===== src/core/iep_pkg.sv =====
// Constants and helpers shared by the interrupt enable and priority block
package iep_pkg;

  localparam int          NUM_SRC = 10;
  localparam int          ID_W    = 4;
  localparam int          EVT_W   = 4;

  // Register addresses in the special-function space
  localparam logic [7:0]  ADDR_PRIO_LOW_B  = 8'h91;
  localparam logic [7:0]  ADDR_PRIO_HIGH_B = 8'h92;
  localparam logic [7:0]  ADDR_ENABLE_A    = 8'hA8;
  localparam logic [7:0]  ADDR_PRIO_HIGH_A = 8'hB7;
  localparam logic [7:0]  ADDR_PRIO_LOW_A  = 8'hB8;
  localparam logic [7:0]  ADDR_ENABLE_B    = 8'hE8;
  localparam logic [7:0]  ADDR_EVT_STATUS  = 8'hF9;
  localparam logic [7:0]  ADDR_EVT_CLEAR   = 8'hFA;
  localparam logic [7:0]  ADDR_EVT_ENABLE  = 8'hFB;

  // Reset values
  localparam logic [7:0]  RST_ENABLE = 8'h00;
  localparam logic [7:0]  RST_PRIO   = 8'h00;
  localparam logic [7:0]  RST_EVT    = 8'h00;

  // Writable bits of the second enable and priority registers
  localparam logic [7:0]  ENABLE_B_USED = 8'h07;
  localparam logic [7:0]  PRIO_B_USED   = 8'h03;

  // Field positions, first enable and first priority registers
  localparam int          BIT_MASTER = 7;
  localparam int          BIT_T2_A   = 7;
  localparam int          BIT_PCA    = 6;
  localparam int          BIT_I2C1   = 5;
  localparam int          BIT_SER    = 4;
  localparam int          BIT_T1     = 3;
  localparam int          BIT_EXT1   = 2;
  localparam int          BIT_T0     = 1;
  localparam int          BIT_EXT0   = 0;
  // Second enable register
  localparam int          BIT_SPI_EN  = 2;
  localparam int          BIT_I2C2_EN = 1;
  localparam int          BIT_T2_EN   = 0;
  // Second priority registers
  localparam int          BIT_SPI_PRIO  = 1;
  localparam int          BIT_I2C2_PRIO = 0;

  // Source numbers follow the polling order, lowest number wins a tie
  localparam logic [3:0]  SRC_EXT0 = 4'h0;
  localparam logic [3:0]  SRC_I2C1 = 4'h1;
  localparam logic [3:0]  SRC_T0   = 4'h2;
  localparam logic [3:0]  SRC_EXT1 = 4'h3;
  localparam logic [3:0]  SRC_T1   = 4'h4;
  localparam logic [3:0]  SRC_SER  = 4'h5;
  localparam logic [3:0]  SRC_T2   = 4'h6;
  localparam logic [3:0]  SRC_PCA  = 4'h7;
  localparam logic [3:0]  SRC_SPI  = 4'h8;
  localparam logic [3:0]  SRC_I2C2 = 4'h9;

  // Event status bit positions
  localparam int          EVT_TAKEN   = 0;
  localparam int          EVT_NESTED  = 1;
  localparam int          EVT_RSVD_WR = 2;
  localparam int          EVT_BIT_REF = 3;

  // Level from the high and low priority bits, 3 is highest
  function automatic logic [1:0] iep_level(input logic hi, input logic lo);
    return {hi, lo};
  endfunction

  // Level plus one of the highest routine in service, 0 when idle
  function automatic logic [2:0] iep_threshold(input logic [3:0] busy);
    logic [2:0] t;
    t = 3'h0;
    for (int i = 0; i < 4; i++) begin
      if (busy[i]) begin
        t = 3'(i + 1);
      end
    end
    return t;
  endfunction

endpackage


===== src/core/iep_arbiter.sv =====
// Picks the winning request: highest level, then polling order
`timescale 1ns/100ps
module iep_arbiter #(
  parameter int NUM_SRC = 10
) (
  input  wire logic [NUM_SRC-1:0]   req_i,
  input  wire logic [2*NUM_SRC-1:0] lvl_i,
  output logic                      found_o,
  output logic [3:0]                id_o,
  output logic [1:0]                level_o
);
  import iep_pkg::*;

  // Ascending scan keeps the first source on a tie
  always_comb begin
    found_o = 1'b0;
    id_o    = 4'h0;
    level_o = 2'h0;
    for (int i = 0; i < NUM_SRC; i++) begin
      if (req_i[i] && (!found_o || lvl_i[2*i +: 2] > level_o)) begin
        found_o = 1'b1;
        id_o    = 4'(i);
        level_o = lvl_i[2*i +: 2];
      end
    end
  end

endmodule


===== src/core/iep_events.sv =====
// Sticky event status with enable mask and one level interrupt
`timescale 1ns/100ps
module iep_events #(
  parameter int EVT_W = 4
) (
  input  wire logic             clock_i,
  input  wire logic             nrst_i,
  input  wire logic [EVT_W-1:0] set_i,
  input  wire logic             clr_wr_i,
  input  wire logic             en_wr_i,
  input  wire logic [EVT_W-1:0] wdata_i,
  output logic      [EVT_W-1:0] status_o,
  output logic      [EVT_W-1:0] enable_o,
  output logic                  irq_o
);
  import iep_pkg::*;

  // Set beats a clear in the same cycle so no event is lost
  always_ff @(posedge clock_i or negedge nrst_i) begin
    if (!nrst_i) begin
      status_o <= EVT_W'(RST_EVT);
    end else begin
      status_o <= (status_o & ~(clr_wr_i ? wdata_i : '0)) | set_i;
    end
  end

  always_ff @(posedge clock_i or negedge nrst_i) begin
    if (!nrst_i) begin
      enable_o <= EVT_W'(RST_EVT);
    end else if (en_wr_i) begin
      enable_o <= wdata_i;
    end
  end

  always_ff @(posedge clock_i or negedge nrst_i) begin
    if (!nrst_i) begin
      irq_o <= 1'b0;
    end else begin
      irq_o <= |(((status_o & ~(clr_wr_i ? wdata_i : '0)) | set_i)
                 & (en_wr_i ? wdata_i : enable_o));
    end
  end

  property p_sticky;
    @(posedge clock_i) disable iff (!nrst_i)
    (status_o[0] && !(clr_wr_i && wdata_i[0])) |=> status_o[0];
  endproperty
  a_sticky: assert property (p_sticky)
    else $error("event status bit lost without a clear");

endmodule


===== src/core/iep_top.sv =====
// Interrupt enable and priority registers with level arbitration
`timescale 1ns/100ps
module iep_top (
  input  wire logic       clock_i,
  input  wire logic       nrst_i,
  input  wire logic [7:0] addr_i,
  input  wire logic [7:0] wdata_i,
  input  wire logic       wr_i,
  input  wire logic       rd_i,
  output logic      [7:0] rdata_o,
  input  wire logic [7:0] bit_reg_i,
  input  wire logic [2:0] bit_sel_i,
  input  wire logic       bit_val_i,
  input  wire logic       bit_wr_i,
  input  wire logic [iep_pkg::NUM_SRC-1:0] src_req_i,
  input  wire logic       ack_i,
  input  wire logic       reti_i,
  output logic            irq_req_o,
  output logic      [3:0] irq_id_o,
  output logic      [1:0] irq_level_o,
  output logic      [3:0] in_service_o,
  output logic            event_irq_o
);
  import iep_pkg::*;

  logic [7:0]           enable_a_q;
  logic [7:0]           enable_b_q;
  logic [7:0]           prio_low_a_q;
  logic [7:0]           prio_high_a_q;
  logic [7:0]           prio_low_b_q;
  logic [7:0]           prio_high_b_q;
  logic [NUM_SRC-1:0]   en_vec;
  logic [NUM_SRC-1:0]   hi_vec;
  logic [NUM_SRC-1:0]   lo_vec;
  logic [2*NUM_SRC-1:0] lvl_vec;
  logic [NUM_SRC-1:0]   elig;
  logic                 found;
  logic [3:0]           win_id;
  logic [1:0]           win_lvl;
  logic [2:0]           thr;
  logic                 irq_req_d;
  logic                 byte_wr;
  logic                 bit_wr;
  logic [EVT_W-1:0]     evt_set;
  logic [EVT_W-1:0]     evt_status;
  logic [EVT_W-1:0]     evt_enable;
  logic [7:0]           rdata_d;
  logic                 rsvd_byte;
  logic                 rsvd_bit;

  // Single bit update used by every bit-writable register
  function automatic logic [7:0] bit_apply(input logic [7:0] v,
                                           input logic [2:0] sel,
                                           input logic       val);
    logic [7:0] r;
    r      = v;
    r[sel] = val;
    return r;
  endfunction

  // A byte write wins if both ports hit in one cycle
  assign byte_wr = wr_i;
  assign bit_wr  = bit_wr_i && !wr_i;

  // Per-source views in polling order
  assign en_vec[SRC_EXT0] = enable_a_q[BIT_EXT0];
  assign en_vec[SRC_I2C1] = enable_a_q[BIT_I2C1];
  assign en_vec[SRC_T0]   = enable_a_q[BIT_T0];
  assign en_vec[SRC_EXT1] = enable_a_q[BIT_EXT1];
  assign en_vec[SRC_T1]   = enable_a_q[BIT_T1];
  assign en_vec[SRC_SER]  = enable_a_q[BIT_SER];
  assign en_vec[SRC_T2]   = enable_b_q[BIT_T2_EN];
  assign en_vec[SRC_PCA]  = enable_a_q[BIT_PCA];
  assign en_vec[SRC_SPI]  = enable_b_q[BIT_SPI_EN];
  assign en_vec[SRC_I2C2] = enable_b_q[BIT_I2C2_EN];

  assign lo_vec[SRC_EXT0] = prio_low_a_q[BIT_EXT0];
  assign lo_vec[SRC_I2C1] = prio_low_a_q[BIT_I2C1];
  assign lo_vec[SRC_T0]   = prio_low_a_q[BIT_T0];
  assign lo_vec[SRC_EXT1] = prio_low_a_q[BIT_EXT1];
  assign lo_vec[SRC_T1]   = prio_low_a_q[BIT_T1];
  assign lo_vec[SRC_SER]  = prio_low_a_q[BIT_SER];
  assign lo_vec[SRC_T2]   = prio_low_a_q[BIT_T2_A];
  assign lo_vec[SRC_PCA]  = prio_low_a_q[BIT_PCA];
  assign lo_vec[SRC_SPI]  = prio_low_b_q[BIT_SPI_PRIO];
  assign lo_vec[SRC_I2C2] = prio_low_b_q[BIT_I2C2_PRIO];

  assign hi_vec[SRC_EXT0] = prio_high_a_q[BIT_EXT0];
  assign hi_vec[SRC_I2C1] = prio_high_a_q[BIT_I2C1];
  assign hi_vec[SRC_T0]   = prio_high_a_q[BIT_T0];
  assign hi_vec[SRC_EXT1] = prio_high_a_q[BIT_EXT1];
  assign hi_vec[SRC_T1]   = prio_high_a_q[BIT_T1];
  assign hi_vec[SRC_SER]  = prio_high_a_q[BIT_SER];
  assign hi_vec[SRC_T2]   = prio_high_a_q[BIT_T2_A];
  assign hi_vec[SRC_PCA]  = prio_high_a_q[BIT_PCA];
  assign hi_vec[SRC_SPI]  = prio_high_b_q[BIT_SPI_PRIO];
  assign hi_vec[SRC_I2C2] = prio_high_b_q[BIT_I2C2_PRIO];

  always_comb begin
    for (int i = 0; i < NUM_SRC; i++) begin
      lvl_vec[2*i +: 2] = iep_level(hi_vec[i], lo_vec[i]);
    end
  end

  // Master enable blocks every source at once
  assign elig = src_req_i & en_vec & {NUM_SRC{enable_a_q[BIT_MASTER]}};

  iep_arbiter #(
    .NUM_SRC (NUM_SRC)
  ) u_arbiter (
    .req_i   (elig),
    .lvl_i   (lvl_vec),
    .found_o (found),
    .id_o    (win_id),
    .level_o (win_lvl)
  );

  assign thr = iep_threshold(in_service_o);

  // Request drops for the cycle of an ack or return so the core never
  // sees a request computed from a stale in-service set
  assign irq_req_d = found && ((3'(win_lvl) + 3'h1) > thr)
                     && !ack_i && !reti_i;

  always_ff @(posedge clock_i or negedge nrst_i) begin
    if (!nrst_i) begin
      irq_req_o   <= 1'b0;
      irq_id_o    <= 4'h0;
      irq_level_o <= 2'h0;
    end else begin
      irq_req_o   <= irq_req_d;
      irq_id_o    <= win_id;
      irq_level_o <= win_lvl;
    end
  end

  // In-service levels; a return retires the highest one unless an ack is taken in the same cycle
  always_ff @(posedge clock_i or negedge nrst_i) begin
    if (!nrst_i) begin
      in_service_o <= 4'h0;
    end else if (ack_i && irq_req_o) begin
      in_service_o[irq_level_o] <= 1'b1;
    end else if (reti_i && thr != 3'h0) begin
      in_service_o[2'(thr - 3'h1)] <= 1'b0;
    end
  end

  // Reserved bits are dropped on write; nonzero ones are flagged
  always_comb begin
    rsvd_byte = 1'b0;
    if (byte_wr && addr_i == ADDR_ENABLE_B) begin
      rsvd_byte = |(wdata_i & ~ENABLE_B_USED);
    end else if (byte_wr && (addr_i == ADDR_PRIO_LOW_B ||
                             addr_i == ADDR_PRIO_HIGH_B)) begin
      rsvd_byte = |(wdata_i & ~PRIO_B_USED);
    end
  end

  assign rsvd_bit = bit_wr && bit_val_i &&
                    ((bit_reg_i == ADDR_ENABLE_B && !ENABLE_B_USED[bit_sel_i])
                  || (bit_reg_i == ADDR_PRIO_LOW_B && !PRIO_B_USED[bit_sel_i]));

  always_ff @(posedge clock_i or negedge nrst_i) begin
    if (!nrst_i) begin
      enable_a_q <= RST_ENABLE;
    end else if (byte_wr && addr_i == ADDR_ENABLE_A) begin
      enable_a_q <= wdata_i;
    end else if (bit_wr && bit_reg_i == ADDR_ENABLE_A) begin
      enable_a_q <= bit_apply(enable_a_q, bit_sel_i, bit_val_i);
    end
  end

  always_ff @(posedge clock_i or negedge nrst_i) begin
    if (!nrst_i) begin
      enable_b_q <= RST_ENABLE;
    end else if (byte_wr && addr_i == ADDR_ENABLE_B) begin
      enable_b_q <= wdata_i & ENABLE_B_USED;
    end else if (bit_wr && bit_reg_i == ADDR_ENABLE_B) begin
      enable_b_q <= bit_apply(enable_b_q, bit_sel_i, bit_val_i)
                    & ENABLE_B_USED;
    end
  end

  always_ff @(posedge clock_i or negedge nrst_i) begin
    if (!nrst_i) begin
      prio_low_a_q <= RST_PRIO;
    end else if (byte_wr && addr_i == ADDR_PRIO_LOW_A) begin
      prio_low_a_q <= wdata_i;
    end else if (bit_wr && bit_reg_i == ADDR_PRIO_LOW_A) begin
      prio_low_a_q <= bit_apply(prio_low_a_q, bit_sel_i, bit_val_i);
    end
  end

  always_ff @(posedge clock_i or negedge nrst_i) begin
    if (!nrst_i) begin
      prio_low_b_q <= RST_PRIO;
    end else if (byte_wr && addr_i == ADDR_PRIO_LOW_B) begin
      prio_low_b_q <= wdata_i & PRIO_B_USED;
    end else if (bit_wr && bit_reg_i == ADDR_PRIO_LOW_B) begin
      prio_low_b_q <= bit_apply(prio_low_b_q, bit_sel_i, bit_val_i)
                      & PRIO_B_USED;
    end
  end

  // High priority registers ignore the bit port entirely
  always_ff @(posedge clock_i or negedge nrst_i) begin
    if (!nrst_i) begin
      prio_high_a_q <= RST_PRIO;
    end else if (byte_wr && addr_i == ADDR_PRIO_HIGH_A) begin
      prio_high_a_q <= wdata_i;
    end
  end

  always_ff @(posedge clock_i or negedge nrst_i) begin
    if (!nrst_i) begin
      prio_high_b_q <= RST_PRIO;
    end else if (byte_wr && addr_i == ADDR_PRIO_HIGH_B) begin
      prio_high_b_q <= wdata_i & PRIO_B_USED;
    end
  end

  // Events
  always_comb begin
    evt_set              = '0;
    evt_set[EVT_TAKEN]   = ack_i && irq_req_o;
    evt_set[EVT_NESTED]  = ack_i && irq_req_o && (in_service_o != 4'h0);
    evt_set[EVT_RSVD_WR] = rsvd_byte || rsvd_bit;
    evt_set[EVT_BIT_REF] = bit_wr && (bit_reg_i == ADDR_PRIO_HIGH_A ||
                                      bit_reg_i == ADDR_PRIO_HIGH_B);
  end

  iep_events #(
    .EVT_W (EVT_W)
  ) u_events (
    .clock_i  (clock_i),
    .nrst_i   (nrst_i),
    .set_i    (evt_set),
    .clr_wr_i (byte_wr && addr_i == ADDR_EVT_CLEAR),
    .en_wr_i  (byte_wr && addr_i == ADDR_EVT_ENABLE),
    .wdata_i  (wdata_i[EVT_W-1:0]),
    .status_o (evt_status),
    .enable_o (evt_enable),
    .irq_o    (event_irq_o)
  );

  // Read data; unmapped and write-only addresses read as zero
  always_comb begin
    unique case (addr_i)
      ADDR_ENABLE_A:    rdata_d = enable_a_q;
      ADDR_ENABLE_B:    rdata_d = enable_b_q;
      ADDR_PRIO_LOW_A:  rdata_d = prio_low_a_q;
      ADDR_PRIO_HIGH_A: rdata_d = prio_high_a_q;
      ADDR_PRIO_LOW_B:  rdata_d = prio_low_b_q;
      ADDR_PRIO_HIGH_B: rdata_d = prio_high_b_q;
      ADDR_EVT_STATUS:  rdata_d = 8'(evt_status);
      ADDR_EVT_ENABLE:  rdata_d = 8'(evt_enable);
      default:          rdata_d = 8'h00;
    endcase
  end

  always_ff @(posedge clock_i or negedge nrst_i) begin
    if (!nrst_i) begin
      rdata_o <= 8'h00;
    end else if (rd_i) begin
      rdata_o <= rdata_d;
    end else begin
      rdata_o <= 8'h00;
    end
  end

  // Helper copies of the arbiter inputs for the order check
  logic [NUM_SRC-1:0]   elig_h;
  logic [2*NUM_SRC-1:0] lvl_h;
  logic                 beaten;

  always_ff @(posedge clock_i or negedge nrst_i) begin
    if (!nrst_i) begin
      elig_h <= '0;
      lvl_h  <= '0;
    end else begin
      elig_h <= elig;
      lvl_h  <= lvl_vec;
    end
  end

  always_comb begin
    beaten = 1'b0;
    for (int i = 0; i < NUM_SRC; i++) begin
      if (elig_h[i] && (lvl_h[2*i +: 2] > irq_level_o ||
          (lvl_h[2*i +: 2] == irq_level_o && 4'(i) < irq_id_o))) begin
        beaten = 1'b1;
      end
    end
  end

  property p_master;
    @(posedge clock_i) disable iff (!nrst_i)
    irq_req_o |-> $past(enable_a_q[BIT_MASTER]);
  endproperty
  a_master: assert property (p_master)
    else $error("request raised with master enable clear");

  property p_gate;
    @(posedge clock_i) disable iff (!nrst_i)
    irq_req_o |-> elig_h[irq_id_o];
  endproperty
  a_gate: assert property (p_gate)
    else $error("request raised for a disabled source");

  property p_rsvd;
    @(posedge clock_i) disable iff (!nrst_i)
    (enable_b_q[7:3] == 5'h00) && (prio_low_b_q[7:2] == 6'h00)
    && (prio_high_b_q[7:2] == 6'h00);
  endproperty
  a_rsvd: assert property (p_rsvd)
    else $error("reserved bit stored");

  property p_level;
    @(posedge clock_i) disable iff (!nrst_i)
    irq_req_o |-> irq_level_o == lvl_h[2*irq_id_o +: 2];
  endproperty
  a_level: assert property (p_level)
    else $error("request level does not match priority bits");

  property p_order;
    @(posedge clock_i) disable iff (!nrst_i)
    irq_req_o |-> !beaten;
  endproperty
  a_order: assert property (p_order)
    else $error("lower ranked source won arbitration");

  property p_preempt;
    @(posedge clock_i) disable iff (!nrst_i)
    irq_req_o |-> (3'(irq_level_o) + 3'h1) > iep_threshold(in_service_o);
  endproperty
  a_preempt: assert property (p_preempt)
    else $error("request does not outrank routine in service");

  property p_bitset;
    @(posedge clock_i) disable iff (!nrst_i)
    (bit_wr && bit_reg_i == ADDR_PRIO_LOW_A)
    |=> prio_low_a_q[$past(bit_sel_i)] == $past(bit_val_i);
  endproperty
  a_bitset: assert property (p_bitset)
    else $error("bit write to low priority register lost");

  property p_nobit;
    @(posedge clock_i) disable iff (!nrst_i)
    (bit_wr && !byte_wr && bit_reg_i == ADDR_PRIO_HIGH_A)
    |=> $stable(prio_high_a_q) ##1 evt_status[EVT_BIT_REF];
  endproperty
  a_nobit: assert property (p_nobit)
    else $error("high priority register took a bit write");

  property p_read;
    @(posedge clock_i) disable iff (!nrst_i)
    (rd_i && addr_i == ADDR_ENABLE_A && !wr_i && !bit_wr_i)
    |=> (rdata_o == $past(enable_a_q))
        ##1 ($past(rd_i) || rdata_o == 8'h00);
  endproperty
  a_read: assert property (p_read)
    else $error("read data wrong one cycle after strobe");

endmodule


===== config.mk =====
export PLATFORM = sky130hd
export DESIGN_NAME = iep_top
export DESIGN_NICKNAME = d
export VERILOG_FILES = /design/src/core/iep_pkg.sv /design/src/core/iep_arbiter.sv /design/src/core/iep_events.sv /design/src/core/iep_top.sv
export SDC_FILE = /design/constraint.sdc
export NUM_CORES = 1
export LEC_CHECK = 0
export ABC_CLOCK_PERIOD_IN_PS = 12400
export BUFFER_PORTS_ARGS = -buffer_cell sky130_fd_sc_hd__buf_4
export CAP_MARGIN = 10
export CORE_ASPECT_RATIO = 1.4
export CORE_MARGIN = 3
export CORE_UTILIZATION = 59
export CTS_BUF_LIST = sky130_fd_sc_hd__clkbuf_8
export DETAILED_ROUTE_END_ITERATION = 7
export HOLD_SLACK_MARGIN = 0.05
export PLACE_DENSITY_LB_ADDON = 0.25
export SLEW_MARGIN = 10
export SYNTH_ARGS = -nofsm -noshare
export SYNTH_HDL_FRONTEND = slang
export SYNTH_SLANG_ARGS = --single-unit

===== constraint.sdc =====
create_clock -name clock_i -period 12.4 [get_ports clock_i]
set_clock_uncertainty 0.2 [all_clocks]
set_input_delay 0.62 -clock clock_i [delete_from_list [all_inputs] [get_ports clock_i]]
set_output_delay 0.62 -clock clock_i [all_outputs]
set_load 0.02 [all_outputs]

# After elaboration in Yosys (flattened, before gate mapping)
# Memory sizes are Yosys's and may differ from the RTL's.
# Cells that the tools add are included.
[word_totals]
mem_count = 2
register_bits = 70
output_inout_bits = 20
wordCells = 193
mem_bits_ro = 16
[classes]
n_bitwise = 9
order_cmp = 16
n_reduce_logical = 74
n_mux = 61
add_sub_neg = 2
n_eq_ne = 15
[memory_table]
columns = ["memory", "words", "width", "rd", "rd_clocked_by_memory_dff", "wr", "line", "source"]
rows = [
  ["(name not given)", 8, 1, 1, 0, 0, "iep_top.sv:161", "|| (bit_reg_i == ADDR_PRIO_LOW_B && !PRIO_B_USED[bit_sel_i]));"],
  ["(name not given)", 8, 1, 1, 0, 0, "iep_top.sv:160", "((bit_reg_i == ADDR_ENABLE_B && !ENABLE_B_USED[bit_sel_i])"],
]
[op_table]
columns = ["operator", "count"]
rows = [
  ["equality test 8 bit (second input constant)", 15],
  ["2-to-1 mux 8 bit", 9],
  ["one-hot mux 8 bit (8 select lines)", 1],
  ["logical AND 1 bit", 37],
  ["bitwise mux 8 bit", 4],
  ["2-to-1 mux 2 bit", 14],
  ["2-to-1 mux 4 bit", 6],
  ["bitwise AND 10 bit", 2],
  ["2-to-1 mux 1 bit", 19],
  ["> comparator 2 bit", 9],
  ["2-to-1 mux 3 bit", 5],
  ["zero test 1 bit", 14],
  ["logical OR 1 bit", 13],
  ["bitwise AND 4 bit", 3],
  ["nonzero test 2 bit", 5],
  ["inverter 4 bit", 2],
  ["bitwise OR 4 bit", 2],
  ["less-than comparator 2 x 3 -> 1 bit (second input constant)", 2],
  ["OR reduction 6 bit", 1],
  ["OR reduction 5 bit", 1],
  ["demux 1 bit (select 2 bit)", 2],
  ["greater-or-equal comparator 2 x 1 -> 1 bit (second input constant)", 2],
  ["less-than comparator 3 x 4 -> 1 bit (second input constant)", 1],
  ["nonzero test 4 bit", 1],
  ["7 further kinds", 7],
]

# Logic depth before layout (Yosys ltp)
# Gate-level depths: netlist of run 1.
[depth]
ltp_word = 44
ltp_mapped = 59
ltp_nobuf = 58

# Modules after synthesis
# From an unflattened synthesis of run 1, not the netlist that was laid out.
[unflattened]
cells_unflattened = 495
hier_area_um2 = 4376.7
[modules_own_cells]
columns = ["mod", "seq_area_each_um2", "area_per_inst_um2", "cells_each", "n_inst"]
rows = [
  ["iep_top", 1251.2, 3081.7, 339, 1],
  ["iep_arbiter", 0.0, 932.1, 130, 1],
  ["iep_events", 225.2, 362.8, 26, 1],
]

# Worst setup path before layout of run 1
# OpenSTA, ideal clock, no wires.
[synth_path]
path_kind = "input port to flip-flop"
start = "input src_req_i[0] (netlist bit)"
end = "register irq_req_o"
arrival_time_ns = 11.175
n_path_buf = 1
path_slack_ns = 0.939
path_stages = 55
path_cell_list = "and3_1 clkbuf_1 nand2_1 ha_1 nor2b_1 o21ai_0 a211o_1 and2_1 ha_1 nor2b_1 a2bb2oi_1 o21ai_0 a21o_1 ha_1 nor2b_1 a2bb2oi_1 o2111a_1 a311oi_1 [19 not listed] and3_4 mux2i_4 inv_1 ha_1 nand2_1 o21ai_0 a21o_1 mux2i_1 ha_1 nor2b_1 o21ai_0 a21o_1 nand2_1 o221ai_2 ha_1 ha_1 a311o_1 nor3_1"
[synth_between]
elab_chain_cells = 44
elab_cells_between_ends = 63
[synth_rtl]
columns = ["item", "line", "source"]
rows = [
  ["from (decl)", "iep_top.sv:15", "input wire logic [iep_pkg::NUM_SRC-1:0] src_req_i,"],
  ["bitwise AND 10 bit * (2 in a row)", "iep_top.sv:106", "assign elig = src_req_i & en_vec & {NUM_SRC{enable_a_q[BIT_MASTER]}};"],
  ["2-to-1 mux 2 bit / 2-to-1 mux 1 bit (equally long branches)", "iep_arbiter.sv:20", "if (req_i[i] && (!found_o || lvl_i[2*i +: 2] > level_o)) begin"],
  ["> comparator 2 bit / zero test 1 bit (equally long branches)", "iep_arbiter.sv:20", ""],
  ["logical OR 1 bit", "iep_arbiter.sv:20", ""],
  ["logical AND 1 bit", "iep_arbiter.sv:20", ""],
  ["2-to-1 mux 2 bit / 2-to-1 mux 1 bit (equally long branches)", "iep_arbiter.sv:20", ""],
  ["> comparator 2 bit / zero test 1 bit (equally long branches)", "iep_arbiter.sv:20", ""],
  ["logical OR 1 bit", "iep_arbiter.sv:20", ""],
  ["[28 not listed]", "-", ""],
  ["logical AND 1 bit", "iep_arbiter.sv:20", ""],
  ["2-to-1 mux 2 bit *", "iep_arbiter.sv:20", ""],
  ["via u_arbiter.level_o[0]", "iep_arbiter.sv:10", "output logic [1:0] level_o"],
  ["adder 2 x 1 -> 3 bit *", "iep_top.sv:122", "assign irq_req_d = found && ((3'(win_lvl) + 3'h1) > thr)"],
  ["> comparator 3 bit *", "iep_top.sv:122", ""],
  ["logical AND 1 bit *", "iep_top.sv:122", ""],
  ["logical AND 1 bit * (2 in a row)", "iep_top.sv:123", "&& !ack_i && !reti_i;"],
  ["via irq_req_d", "iep_top.sv:41", "logic irq_req_d;"],
  ["to (signal assigned)", "iep_top.sv:131", "irq_req_o <= irq_req_d;"],
  ["to (decl)", "iep_top.sv:18", "output logic irq_req_o,"],
]
# The timed path passes the listed nets; every way through them passes the cells marked *.
# A chain may end at the register's enable or synchronous reset.

# Worst setup path in the final report of run 1
[layout_path]
start = "register enable_a_q[0]"
end = "register irq_req_o"
[layout_between]
elab_chain_cells = 44
elab_cells_between_ends = 63
[layout_rtl]
columns = ["item", "line", "source"]
rows = [
  ["from (decl)", "iep_top.sv:26", "logic [7:0] enable_a_q;"],
  ["from (signal assigned)", "iep_top.sv:167", "enable_a_q <= wdata_i;"],
  ["from (signal assigned)", "iep_top.sv:169", "enable_a_q <= bit_apply(enable_a_q, bit_sel_i, bit_val_i);"],
  ["bitwise AND 10 bit * (2 in a row)", "iep_top.sv:106", ""],
  ["2-to-1 mux 2 bit / 2-to-1 mux 1 bit (equally long branches)", "iep_arbiter.sv:20", ""],
  ["> comparator 2 bit / zero test 1 bit (equally long branches)", "iep_arbiter.sv:20", ""],
  ["logical OR 1 bit", "iep_arbiter.sv:20", ""],
  ["logical AND 1 bit", "iep_arbiter.sv:20", ""],
  ["2-to-1 mux 2 bit / 2-to-1 mux 1 bit (equally long branches)", "iep_arbiter.sv:20", ""],
  ["> comparator 2 bit / zero test 1 bit (equally long branches)", "iep_arbiter.sv:20", ""],
  ["logical OR 1 bit", "iep_arbiter.sv:20", ""],
  ["[28 not listed]", "-", ""],
  ["logical AND 1 bit", "iep_arbiter.sv:20", ""],
  ["2-to-1 mux 2 bit *", "iep_arbiter.sv:20", ""],
  ["via u_arbiter.level_o[1]", "iep_arbiter.sv:10", ""],
  ["adder 2 x 1 -> 3 bit *", "iep_top.sv:122", ""],
  ["> comparator 3 bit *", "iep_top.sv:122", ""],
  ["logical AND 1 bit *", "iep_top.sv:122", ""],
  ["logical AND 1 bit * (2 in a row)", "iep_top.sv:123", ""],
  ["via irq_req_d", "iep_top.sv:41", ""],
]
# Marks and branches as above.

==> out/results.txt, run 1 <==
The flow ran to the end, and the final reports show no timing, DRC or antenna violations. The first-pass GRT wire length is 17,500 µm. Measured along the y axis, the die boundary spans 103 µm. The H-tree was split into 3 levels. Summing the sequential cell areas from Yosys gives 37.0% of the chip area.

Counting along the longest clock path gives a buffer depth of 2. The biggest fanout along the worst timing path was 7; the final critical-path setup slack was 533 ps. For this run, design rule violations remaining after detail routing come to 0. The worst setup path is captured at a register.

The post-route netlist has 25.4% of its cells at a drive strength greater than 1. Yosys mapped a number of flops with a built-in enable equal to 0. Buffers inserted during clock tree synthesis total 9. The highest attainable clock frequency is 84.3 MHz, and the number of port buffers is 64. The area taken by flip-flops and latches came out at 0.00148 mm². In the global route stage, met2 resource usage came out at 51.6%. The most utilized layer in the global route result is met2.

The fraction of met3 tracks used by global routing was 3.00%; the detailed-placement wirelength estimate was 8550 µm. The initial utilization of the core area, before any placement, comes to 62.5%. The mean routed wirelength per cell was 18.5 µm. TritonCTS built the clock tree.

The leakage dissipation is 0.00233 µW. The proportion of register bits with asynchronous set or reset after synthesis works out to 100%. The run gives 0.00247 mm² as the multi-input gate area in the final layout.

Measured on the finished design, the core utilization comes to 76.4%. For the count of antenna diodes in the layout, the log shows 0. Max-cap violations in this run came to 0. The die is 75.5 µm wide. The number of antenna violations at the first check in global routing was 0; the number of buffers added to fix hold violations after cts was 0.

The tree built by TritonCTS fans out to 59 sinks. The global-route usage over all layers was 29.9%. Start-to-end type of the worst setup path: register to register. Actual transition at the worst max-transition pin: 757 ps. STA classifies the critical path startpoint as a register. The per-cell via count in the routed design is 6.44.

Counting I/O delays and the setup requirement, the final critical path takes 11,870 ps. CTS placed an instance of clkbuf_8 at the clock tree root. Clock-pin slew was measured on the worst setup and hold paths at 70 ps. The hold violation count in the final report was 0; the number of standard cells after synthesis was 452. The top-level I/O count is 65, and the largest net degree at the start of global routing is 60. Setup violations remaining at the end of the flow were counted as 0. Highest-delay cell along the critical path: dfrtp_2. In this run, the number of DRC markers left after iteration 0 of detailed routing was 281. The die covers 0.00780 mm². Post-synthesis instance area: 0.00399 mm².

For this run, the post-layout net count is 596. The logs give 0.928 for the final weighted congestion of routability-driven global placement and 3,657 for the number of global-route vias before repair. The tools report the final-report max-slew violation count as 0.

The clock reaches the later pin of the worst-skew pair after 350 ps. VDD sags by at most 0.0766 mV. The cell that appears most often on the critical path is ha_1. The data arrival time at the worst-slack endpoint is 11,920 ps, and the number of synthesized register bits is 59. The number of cell rows was 34. Among all flip-flop cells after synthesis, the most frequent one is dfrtp_1. The met1 layer usage reported by global route was 37.1%; the ratio of total power to cell area was 92.0 mW/mm².

Worst hold slack: 119 ps. The leading cell type in the layout, fill and taps excluded is buf_4. On the worst path, the slowest cell contributes a delay of 470 ps.

The filler cell count in the final layout is 463. After global routing the overflow that remains totals 0. The synthesized area per cell was 8.82 µm²; the count of unique library cells instantiated by Yosys was 60. Core area: 0.00638 mm². The top cell types in the final layout, fill and taps aside, are buf_4 (77), dfrtp_1 (58), nand2_1 (54).

The post-route clock period utilization is 95.7%. The detailed router placed 3,918 vias in this run. The placement-stage worst setup slack is -43.8 ps. The Yosys step of the flow raised 0 warnings.

In this run the remaining antenna-violating nets after routing total 0. For this run, the detailed router's first-pass iteration total came to 7. The type of the most critical hold path was input port to async pin. The worst max-slew margin expressed relative to the limit is 48.9%, and the critical path required time is 12,450 ps. The tools report the post-synthesis net count as 517. The layout-stage area growth over the synthesis result was 22.3%. The final layout contains routed wiring with a total length of 11,200 µm.
[cell usage after synthesis (all sizes together) (9+ instances only)]
library cell | number | share of area [%]
o21ai | 16 | 2.0
dfrtp | 59 | 37
mux2 | 23 | 6.6
nand3 | 22 | 2.8
and2 | 11 | 1.7
inv | 21 | 2.0
nand2 | 56 | 5.3
nor3 | 9 | 1.1
a22oi | 13 | 2.4
a21oi | 43 | 5.6
and3 | 10 | 1.7
mux2i | 16 | 4.3
ha | 20 | 6.3
nor2b | 15 | 2.4
nor2 | 40 | 3.8
[path summary, 6_finish.rpt]
kind,start,cells past startpoint,end,slack (ps)
worst max-delay path,enable_a_q[0],56,irq_req_o,530
worst min-delay path,nrst_i,1,in_service_o[3],120
worst max register to register,enable_a_q[0],56,irq_req_o,530
worst min register to register,u_events.enable_o[3],1,u_events.enable_o[3],320
max in group asynchronous,nrst_i,1,enable_a_q[0],11360
min in group clock_i,reti_i,2,in_service_o[2],280
[state kept, by name, indices dropped and copies added, names as in the netlist]
name,cells
rdata_o,8
irq_level_o,2
irq_req_o,1
irq_id_o,4
prio_low_b_q,2
prio_high_b_q,2
prio_high_a_q,8
u_events.enable_o,4
enable_a_q,8
prio_low_a_q,8
in_service_o,4
u_events.status_o,4
u_events.irq_o,1
enable_b_q,3
[area by class of cell]
| cell class | count | share of cell area, % |
|---|---|---|
| inverters | 21 | 1.62 |
| well taps | 72 | 1.85 |
| clock buffers | 9 | 2.54 |
| repair buffers | 77 | 11.9 |
| flip-flops and latches | 59 | 30.3 |
| clock inverters | 7 | 1.26 |
| multi-input cells | 363 | 50.6 |
[report_power, final]
part	leakage, µW	switching, µW	internal, µW
Clock	0.000105	76.3	90.4
Combinational	0.00142	37.8	30.1
Sequential	0.000807	11.9	202
Total	0.00233	126	323
[worst max-delay path, delay by kind of cell, from the launching register on]
| family | cells | cell delay (ps) |
|---|---|---|
| multiplexers | 5 | 1520 |
| adder cells (fa/ha/maj) | 11 | 3140 |
| AO/OA/AOI/OAI | 21 | 3830 |
| flip-flops | 1 | 470 |
| AND/OR/NAND/NOR | 17 | 2380 |
| buffers and inverters | 2 | 210 |
[metal layers]
layer	up-vias	wire length (µm)
met5	-	0
li1	1827	-
met4	0	414
met2	193	5740
met1	1865	4180
met3	33	886
[repair_timing]
action,in CTS,in global routing
endpoints found under the setup margin,0,2
gates resized for setup,0,20
setup buffers,0,9
[per-stage QoR]
| stage | setup TNS (ps) | instance area, µm² | total power [µW] | instances |
|---|---|---|---|---|
| after floorplan | 0 | 3990 | 246 | 452 |
| after global placement | 0 | 4560 | 277 | 583 |
| after detailed placement | -43.8 | 4560 | 280 | 583 |
| after CTS | 0 | 4740 | 443 | 599 |
| after global routing | -191 | 4880 | 465 | 608 |
| final | 0 | 4880 | 449 | 608 |
[kinds of logic after synthesis]
logic type	count (synthesis)	share of synthesized area, %
flops	59	37.0
compound gates	121	20.4
fa+ha+maj	20	6.27
mux	39	10.9
buf+inv	30	2.82
simple gates	183	22.6
Power figures use the tool's default switching activity.
==> inputs of run 2 (changes only) <==
ABC_CLOCK_PERIOD_IN_PS = 10200   (was 12400)
CORE_UTILIZATION = 40   (was 59)
clock period = 10.2 ns   (was 12.4 ns; I/O delays follow)
==> out/results.txt, run 2 (synthesized netlist as in run 1, its figures left out) <==
The flow ran to the end, but the final reports show violations. The final reports fail on negative setup slack. The combinational cell fraction of total power was 17.4% (+2.3 points). The data arrival time at the worst-slack endpoint came out at 10,860 ps (-1060 ps).

The number of antenna violations at the first check in global routing is 0 (unchanged), and the final-report max-slew violation count is 0 (unchanged). The actual transition at the worst max-transition pin works out to 783 ps (+25.7 ps). The cell at the root of the clock tree is clkbuf_8. The run gives 0.00553 mm² (+13%) as the final design area excluding fillers. The type of the most critical hold path was input port to register. The tools report the met2 usage as 40.3% (-11 points). The critical path required time is 10,270 ps (-2180 ps). The final instance count without filler cells is 700 (+15%). For the worst supply voltage drop on vdd, the log shows 0.0661 mV (-14%). The endpoint of the lowest-slack register-to-register path is irq_req_o. The slowest stage of the critical path belongs to the cell dfrtp_1.

The logs give 9290 µm (+8.6%) for the detailed-placement wirelength estimate and 412 µW (+28%) for the internal portion of total power. Top-level I/O count: 65 (unchanged). The largest net degree at the start of global routing was 60 (unchanged); the post-route clock period utilization was 106% (+10 points). The library cell used most frequently in the layout, excluding fill and tap cells, is buf_4. Global-route usage over all layers: 22.4% (-7.5 points). The highest attainable clock frequency is 92.8 MHz (+10%). Among the stages of the critical path, the cell type that occurs most often is ha_4.

The count of TritonRoute iterations in the first routing pass came out at 5 (-2). For the final critical-path setup slack, the log shows -582 ps (-1110 ps). The per-cell via count in the routed design was 5.74 (-11%).

The run gives 0 (unchanged) as the count of antenna diodes in the layout. The run gives 37.9% (+0.7 points) as the clock network fraction of total power. The number of port buffers was 64 (unchanged). The violation count after the first detailed-routing iteration was 307 (+9.3%); the sequential group share of total power was 44.7% (-3.0 points). The leakage dissipation was 0.00256 µW (+9.7%). The post-route minimum period is 10,780 ps (-1090 ps). For the internal reg-to-reg setup slack, the log shows -580 ps (-1110 ps). The tools report the residual antenna-violating net count after detailed routing as 0 (unchanged). Worst hold slack: 167 ps (+47.6 ps). TritonCTS built the clock tree. The number of levels the H-tree was split into was 3 (unchanged); the final setup violation count was 1 (+1). The logs give 0.0112 mm² (+44%) for the area of the die and 360 ps (about the same) for the latest clock arrival within the worst-skew pair. Setup repair after global routing could not meet its margin everywhere. The kind of end point of the critical path is a register.

From synthesis to final layout, the design area changed by 38.7%. The CTS sink count is 59 (unchanged). The met1 layer usage reported by global route was 26.6% (-10 points). The run gives 670 (+15%) as the placed cell count. The number of global-route vias before repair came out at 3,945 (+7.9%). The critical path is of the register to register type. Vertical die dimension: 124 µm (+20%).

The tools report the final layout net count as 628 (+5.4%). The run gives 0.00488 mm² (+7.2%) as the area after detailed placement. The fraction of power spent switching nets came out at 29.1% (+1.1 points). The run gives 41.7% (-21 points) as the starting density of the core. The via count of the routed design is 4,015 (+2.5%).

The depth of the worst register-to-register path is 54 (-3.6%). The most utilized layer in the global route result was met2. The number of buffers between clock root and the deepest sink was 2 (unchanged); the number of cell rows was 42 (+24%).

Utilization of the core after routing: 57.9% (-19 points). Leaving out fill and tap cells, the most frequent cells in the layout are buf_4 (106), dfrtp_1 (59), nand2_1 (50). The biggest cell delay along the critical path is 380 ps (-90 ps), and the total congestion overflow is 0 (unchanged). The max-cap violation count was 0 (unchanged); the number of design rule violations left after detail routing was 0 (unchanged).

The biggest fanout along the worst timing path works out to 5 (-2). The mean routed wirelength per cell is 18.1 µm (-1.9%). The ratio of total power to cell area works out to 105 mW/mm² (+14%).

Reg-to-reg critical path startpoint: enable_a_q[0]. The number of buffers created by CTS was 9 (unchanged); the switching power of the nets was 169 µW (+34%). Fraction of met3 tracks used by global routing: 4.29% (+1.3 points). The core area was 0.00956 mm² (+50%); the share of final-layout standard cells stronger than drive strength 1 was 36.6% (+11 points). The post-CTS clock slew at the launch and capture registers of the worst setup and hold paths was 70 ps (about the same). The tools report the worst max-slew margin expressed relative to the limit as 47.8% (-1.1 points). Element type at the critical path start: a register. For the hold violation count in the final report, the log shows 0 (unchanged).

The final weighted congestion of routability-driven global placement came out at 0.876 (-5.7%). The worst setup path endpoint is irq_req_o. The final routed wirelength across all metal layers was 12,700 µm (+13%); the die boundary width was 90.4 µm (+20%).

Launching element of the worst setup path: enable_a_q[0]. The first-pass GRT wire length came out at 19,600 µm (+12%). The total power after layout was 581 µW (+29%).
run 2: changes by cell type in the layout (fill, tap and decap cells not counted), sizes merged:
cell / before / now
buf: 77 / 108
clkinvlp: 0 / 4
clkinv: 4 / 1
inv: 23 / 21
clkbuf: 9 / 10
dlygate4sd3: 0 / 1
run 2: through the flow:
stage	setup slack, ps	setup TNS [ps]
after floorplan	-625	-625
after global placement	-579	-579
after detailed placement	-975	-1180
after CTS	-483	-483
after global routing	-1070	-2570
final	-582	-582
run 2: per-layer routing:
layer / up-vias / share of wire (%)
met2: 120 / 52
li1: 1894 / -
met3: 28 / 4.5
met5: - / 0
met4: 0 / 2.5
met1: 1973 / 41
run 2: final cells by class:
type                            instances  area [µm²]
Sequential cell                        59        1480
Timing Repair Buffer                  109         828
Clock inverter                          6        65.1
Fill cell                             876        4030
Multi-Input combinational cell        363        2780
Tap cell                              132         165
Inverter                               21        78.8
Clock buffer                           10         138
run 2: what timing repair did:
action	4_1_cts	5_1_grt
gates resized for setup	21	41
pin swaps	25	40
endpoints found under the hold margin	9	0
hold buffers	1	0
setup endpoints to repair	1	7
buffers inserted	8	6
run 2: how the worst min path moves through the flow:
| stage | depth (start not counted) | slack (ps) | endpoint | from |
|---|---|---|---|---|
| 3_5_place_dp | 1 | 320 | u_events.enable_o[0] | u_events.enable_o[0] |
| 6_report | 2 | 170 | in_service_o[2] | reti_i |
| 5_1_grt | 2 | 160 | in_service_o[2] | reti_i |
| 3_3_place_gp | 1 | 310 | u_events.enable_o[0] | u_events.enable_o[0] |
| 2_1_floorplan | 0 | 10 | enable_a_q[0] | nrst_i |
| 4_1_cts | 2 | 160 | in_service_o[2] | reti_i |
run 2: worst max-delay path: cells and delay by family, from the launching register on:
kind	cells	cell delay (ps)
buffers and inverters	2	180
adder cells (fa/ha/maj)	11	2770
flip-flops	1	380
multiplexers	5	1450
AO/OA/AOI/OAI	19	3560
AND/OR/NAND/NOR	17	2160
run 2: power groups by stage:
| stage | registers [µW] | clock network, µW | logic, µW |
|---|---|---|---|
| after floorplan | 259 | 0 | 42.7 |
| after global placement | 263 | 0 | 83.0 |
| after detailed placement | 263 | 0 | 85.3 |
| after CTS | 259 | 222 | 91.1 |
| after global routing | 261 | 235 | 111 |
| final | 260 | 220 | 101 |
==> inputs of run 3 (changes only) <==
GPL_TIMING_DRIVEN = 0   (was unset)
==> out/results.txt, run 3 (synthesized netlist as in run 1, its figures left out) <==
The number of design rule violations left after detail routing came out at 0 (unchanged). Post-CTS clock slew at the launch and capture registers of the worst setup and hold paths: 70 ps (about the same). The run gives 646 (-3.6%) as the placed cell count.

The tools report the global-route usage over all layers as 22.0% (-0.43 points). The total congestion overflow came out at 0 (unchanged). The top-level I/O count was 65 (unchanged); the buffering stage count on the worst path with inverters included was 1 (-1).

The biggest cell delay along the critical path was 400 ps (+20 ps). The post-route clock period utilization was 108% (+2.0 points); the number of buffers created by CTS was 9 (unchanged). The run gives 0 (unchanged) as the number of antenna violations at the first check in global routing. The most frequent cell on the critical path was ha_4. The data arrival time at the worst-slack endpoint is 11,050 ps (+190 ps), and the actual transition at the worst max-transition pin is 1190 ps (+411 ps). The tools report the element type at the critical path start as a register.

CTS sink count: 59 (unchanged). The number of buffers between clock root and the deepest sink was 2 (unchanged). Leaving out fill and tap cells, the most frequent cells in the layout are buf_4 (94), dfrtp_1 (57), nand2_1 (49). Share of final-layout standard cells stronger than drive strength 1: 34.3% (-2.3 points). Final critical-path setup slack: -788 ps (-207 ps). The run gives 5 (unchanged) as the count of TritonRoute iterations in the first routing pass.

The tightest min-delay check is of the input port to async pin type. The tools report the final instance count without filler cells as 695 (-0.71%). The mean routed wirelength per cell was 18.1 µm (-0.34%). The leading cell type in the layout, fill and taps excluded is buf_4.

The largest net degree at the start of global routing was 60 (unchanged); the final setup violation count was 1 (unchanged). Setup repair after global routing could not meet its margin everywhere. The filler cell count in the final layout was 849 (-3.1%); the final routed wirelength across all metal layers was 12,500 µm (-1.0%). The per-cell via count in the routed design came out at 5.74 (about the same). The run gives 42 (unchanged) as the number of cell rows. The die boundary width was 90.4 µm (unchanged); the final weighted congestion of routability-driven global placement was 0.958 (+9.4%). The violation count after the first detailed-routing iteration was 377 (+23%). The logs give 41.7% (unchanged) for the starting density of the core and 0 (unchanged) for the residual antenna-violating net count after detailed routing. From synthesis to final layout, the design area changed by 37.7%. The final-report max-slew violation count came out at 0 (unchanged).

The cell family contributing the most delay on the critical path is compound AO/OA/AOI/OAI gates. TritonCTS built the clock tree. The via count of the routed design is 3,988 (-0.67%), and the max-cap violation count is 0 (unchanged). The detailed-placement wirelength estimate is 8890 µm (-4.3%). The highest attainable clock frequency is 91.0 MHz (-1.9%).

The post-route minimum period is 10,990 ps (+207 ps), and the number of levels the H-tree was split into is 3 (unchanged). The flow ran to the end, but the final reports show violations. The tools report the kind of end point of the critical path as a register.

Internal reg-to-reg setup slack: -790 ps (-210 ps). Leakage dissipation: 0.00254 µW (-0.86%). The critical path is of the register to register type. The logs give 19,300 µm (-1.2%) for the first-pass GRT wire length and 19.8% (-28 points) for the worst max-slew margin expressed relative to the limit.

For the core area, the log shows 0.00956 mm² (unchanged). The area after detailed placement was 0.00467 mm² (-4.4%). The worst supply voltage drop on vdd was 0.0714 mV (+8.0%); the vertical die dimension was 124 µm (unchanged). The tools report the count of antenna diodes in the layout as 0 (unchanged). The checks that failed: negative setup slack. The number of port buffers was 62 (-3.1%); the area of the die was 0.0112 mm² (unchanged). The critical path required time came out at 10,270 ps (about the same). Ratio of total power to cell area: 113 mW/mm² (+7.5%). The latest clock arrival within the worst-skew pair is 340 ps (-20 ps). The slowest stage of the critical path is the dfrtp_2 cell. The tree is rooted in a clkbuf_8.

The number of global-route vias before repair was 3,981 (+0.91%). The final design area excluding fillers is 0.00549 mm² (-0.75%). Biggest fanout along the worst timing path: 6 (+1).

Final layout net count: 623 (-0.80%). The tools report the hold violation count in the final report as 0 (unchanged).
## run 3: layer usage
layer  GRT usage, %  part of all wire [%]  up-vias
met4           12.2                   2.7        0
met3           3.93                   5.5       27
met1           25.3                    39     1935
met5              0                     0        -
met2           38.9                    52      140
li1               -                     -     1886
## run 3: path summary, 6_finish.rpt
check / depth (start not counted) / endpoint / start
max: 54 / irq_req_o / enable_a_q[0]
min: 1 / u_events.enable_o[1] / nrst_i
max reg2reg: 54 / irq_req_o / enable_a_q[0]
min reg2reg: 1 / u_events.enable_o[3] / u_events.enable_o[3]
max in group asynchronous: 1 / enable_a_q[7] / nrst_i
min in group clock_i: 2 / in_service_o[2] / reti_i
## run 3: report_power, final
group          internal (µW)  switching, µW  total, µW
Combinational           44.4           52.1       96.5
Sequential               246           15.4        261
Clock                    167           94.8        262
Total                    457            162        620
## run 3: layout make-up
type                       instances  area [µm²]  share of cell area, %
clock buffer                      10         138                   2.51
buffer                             8        30.0                  0.547
inverter                          21        78.8                   1.44
multi-input combinational        363        2770                   50.4
clock inverter                     6         104                   1.89
sequential                        59        1480                   26.9
timing repair buffer              96         728                   13.3
tap                              132         165                   3.01
## run 3: repair_timing
| action | in CTS | in global routing |
|---|---|---|
| hold buffers | 0 | 0 |
| endpoints found under the setup margin | 7 | 7 |
| pin swaps | 25 | 39 |
| endpoints found under the hold margin | 0 | 0 |
| gates resized for setup | 26 | 35 |
| buffers inserted | 22 | 12 |
## run 3: metrics by stage
step / hold WS, ps / setup slack [ps] / util (%) / setup TNS, ps / total power, µW
after floorplan: 14.4 / -625 / - / -625 / 302
after global placement: 312 / -1550 / 48.8 / -4500 / 341
after detailed placement: 316 / -1780 / 48.8 / -6080 / 344
after CTS: 69.1 / -628 / 54.6 / -628 / 612
after global routing: 93.8 / -1220 / 57.4 / -2910 / 645
final: 33.6 / -788 / 57.4 / -788 / 620
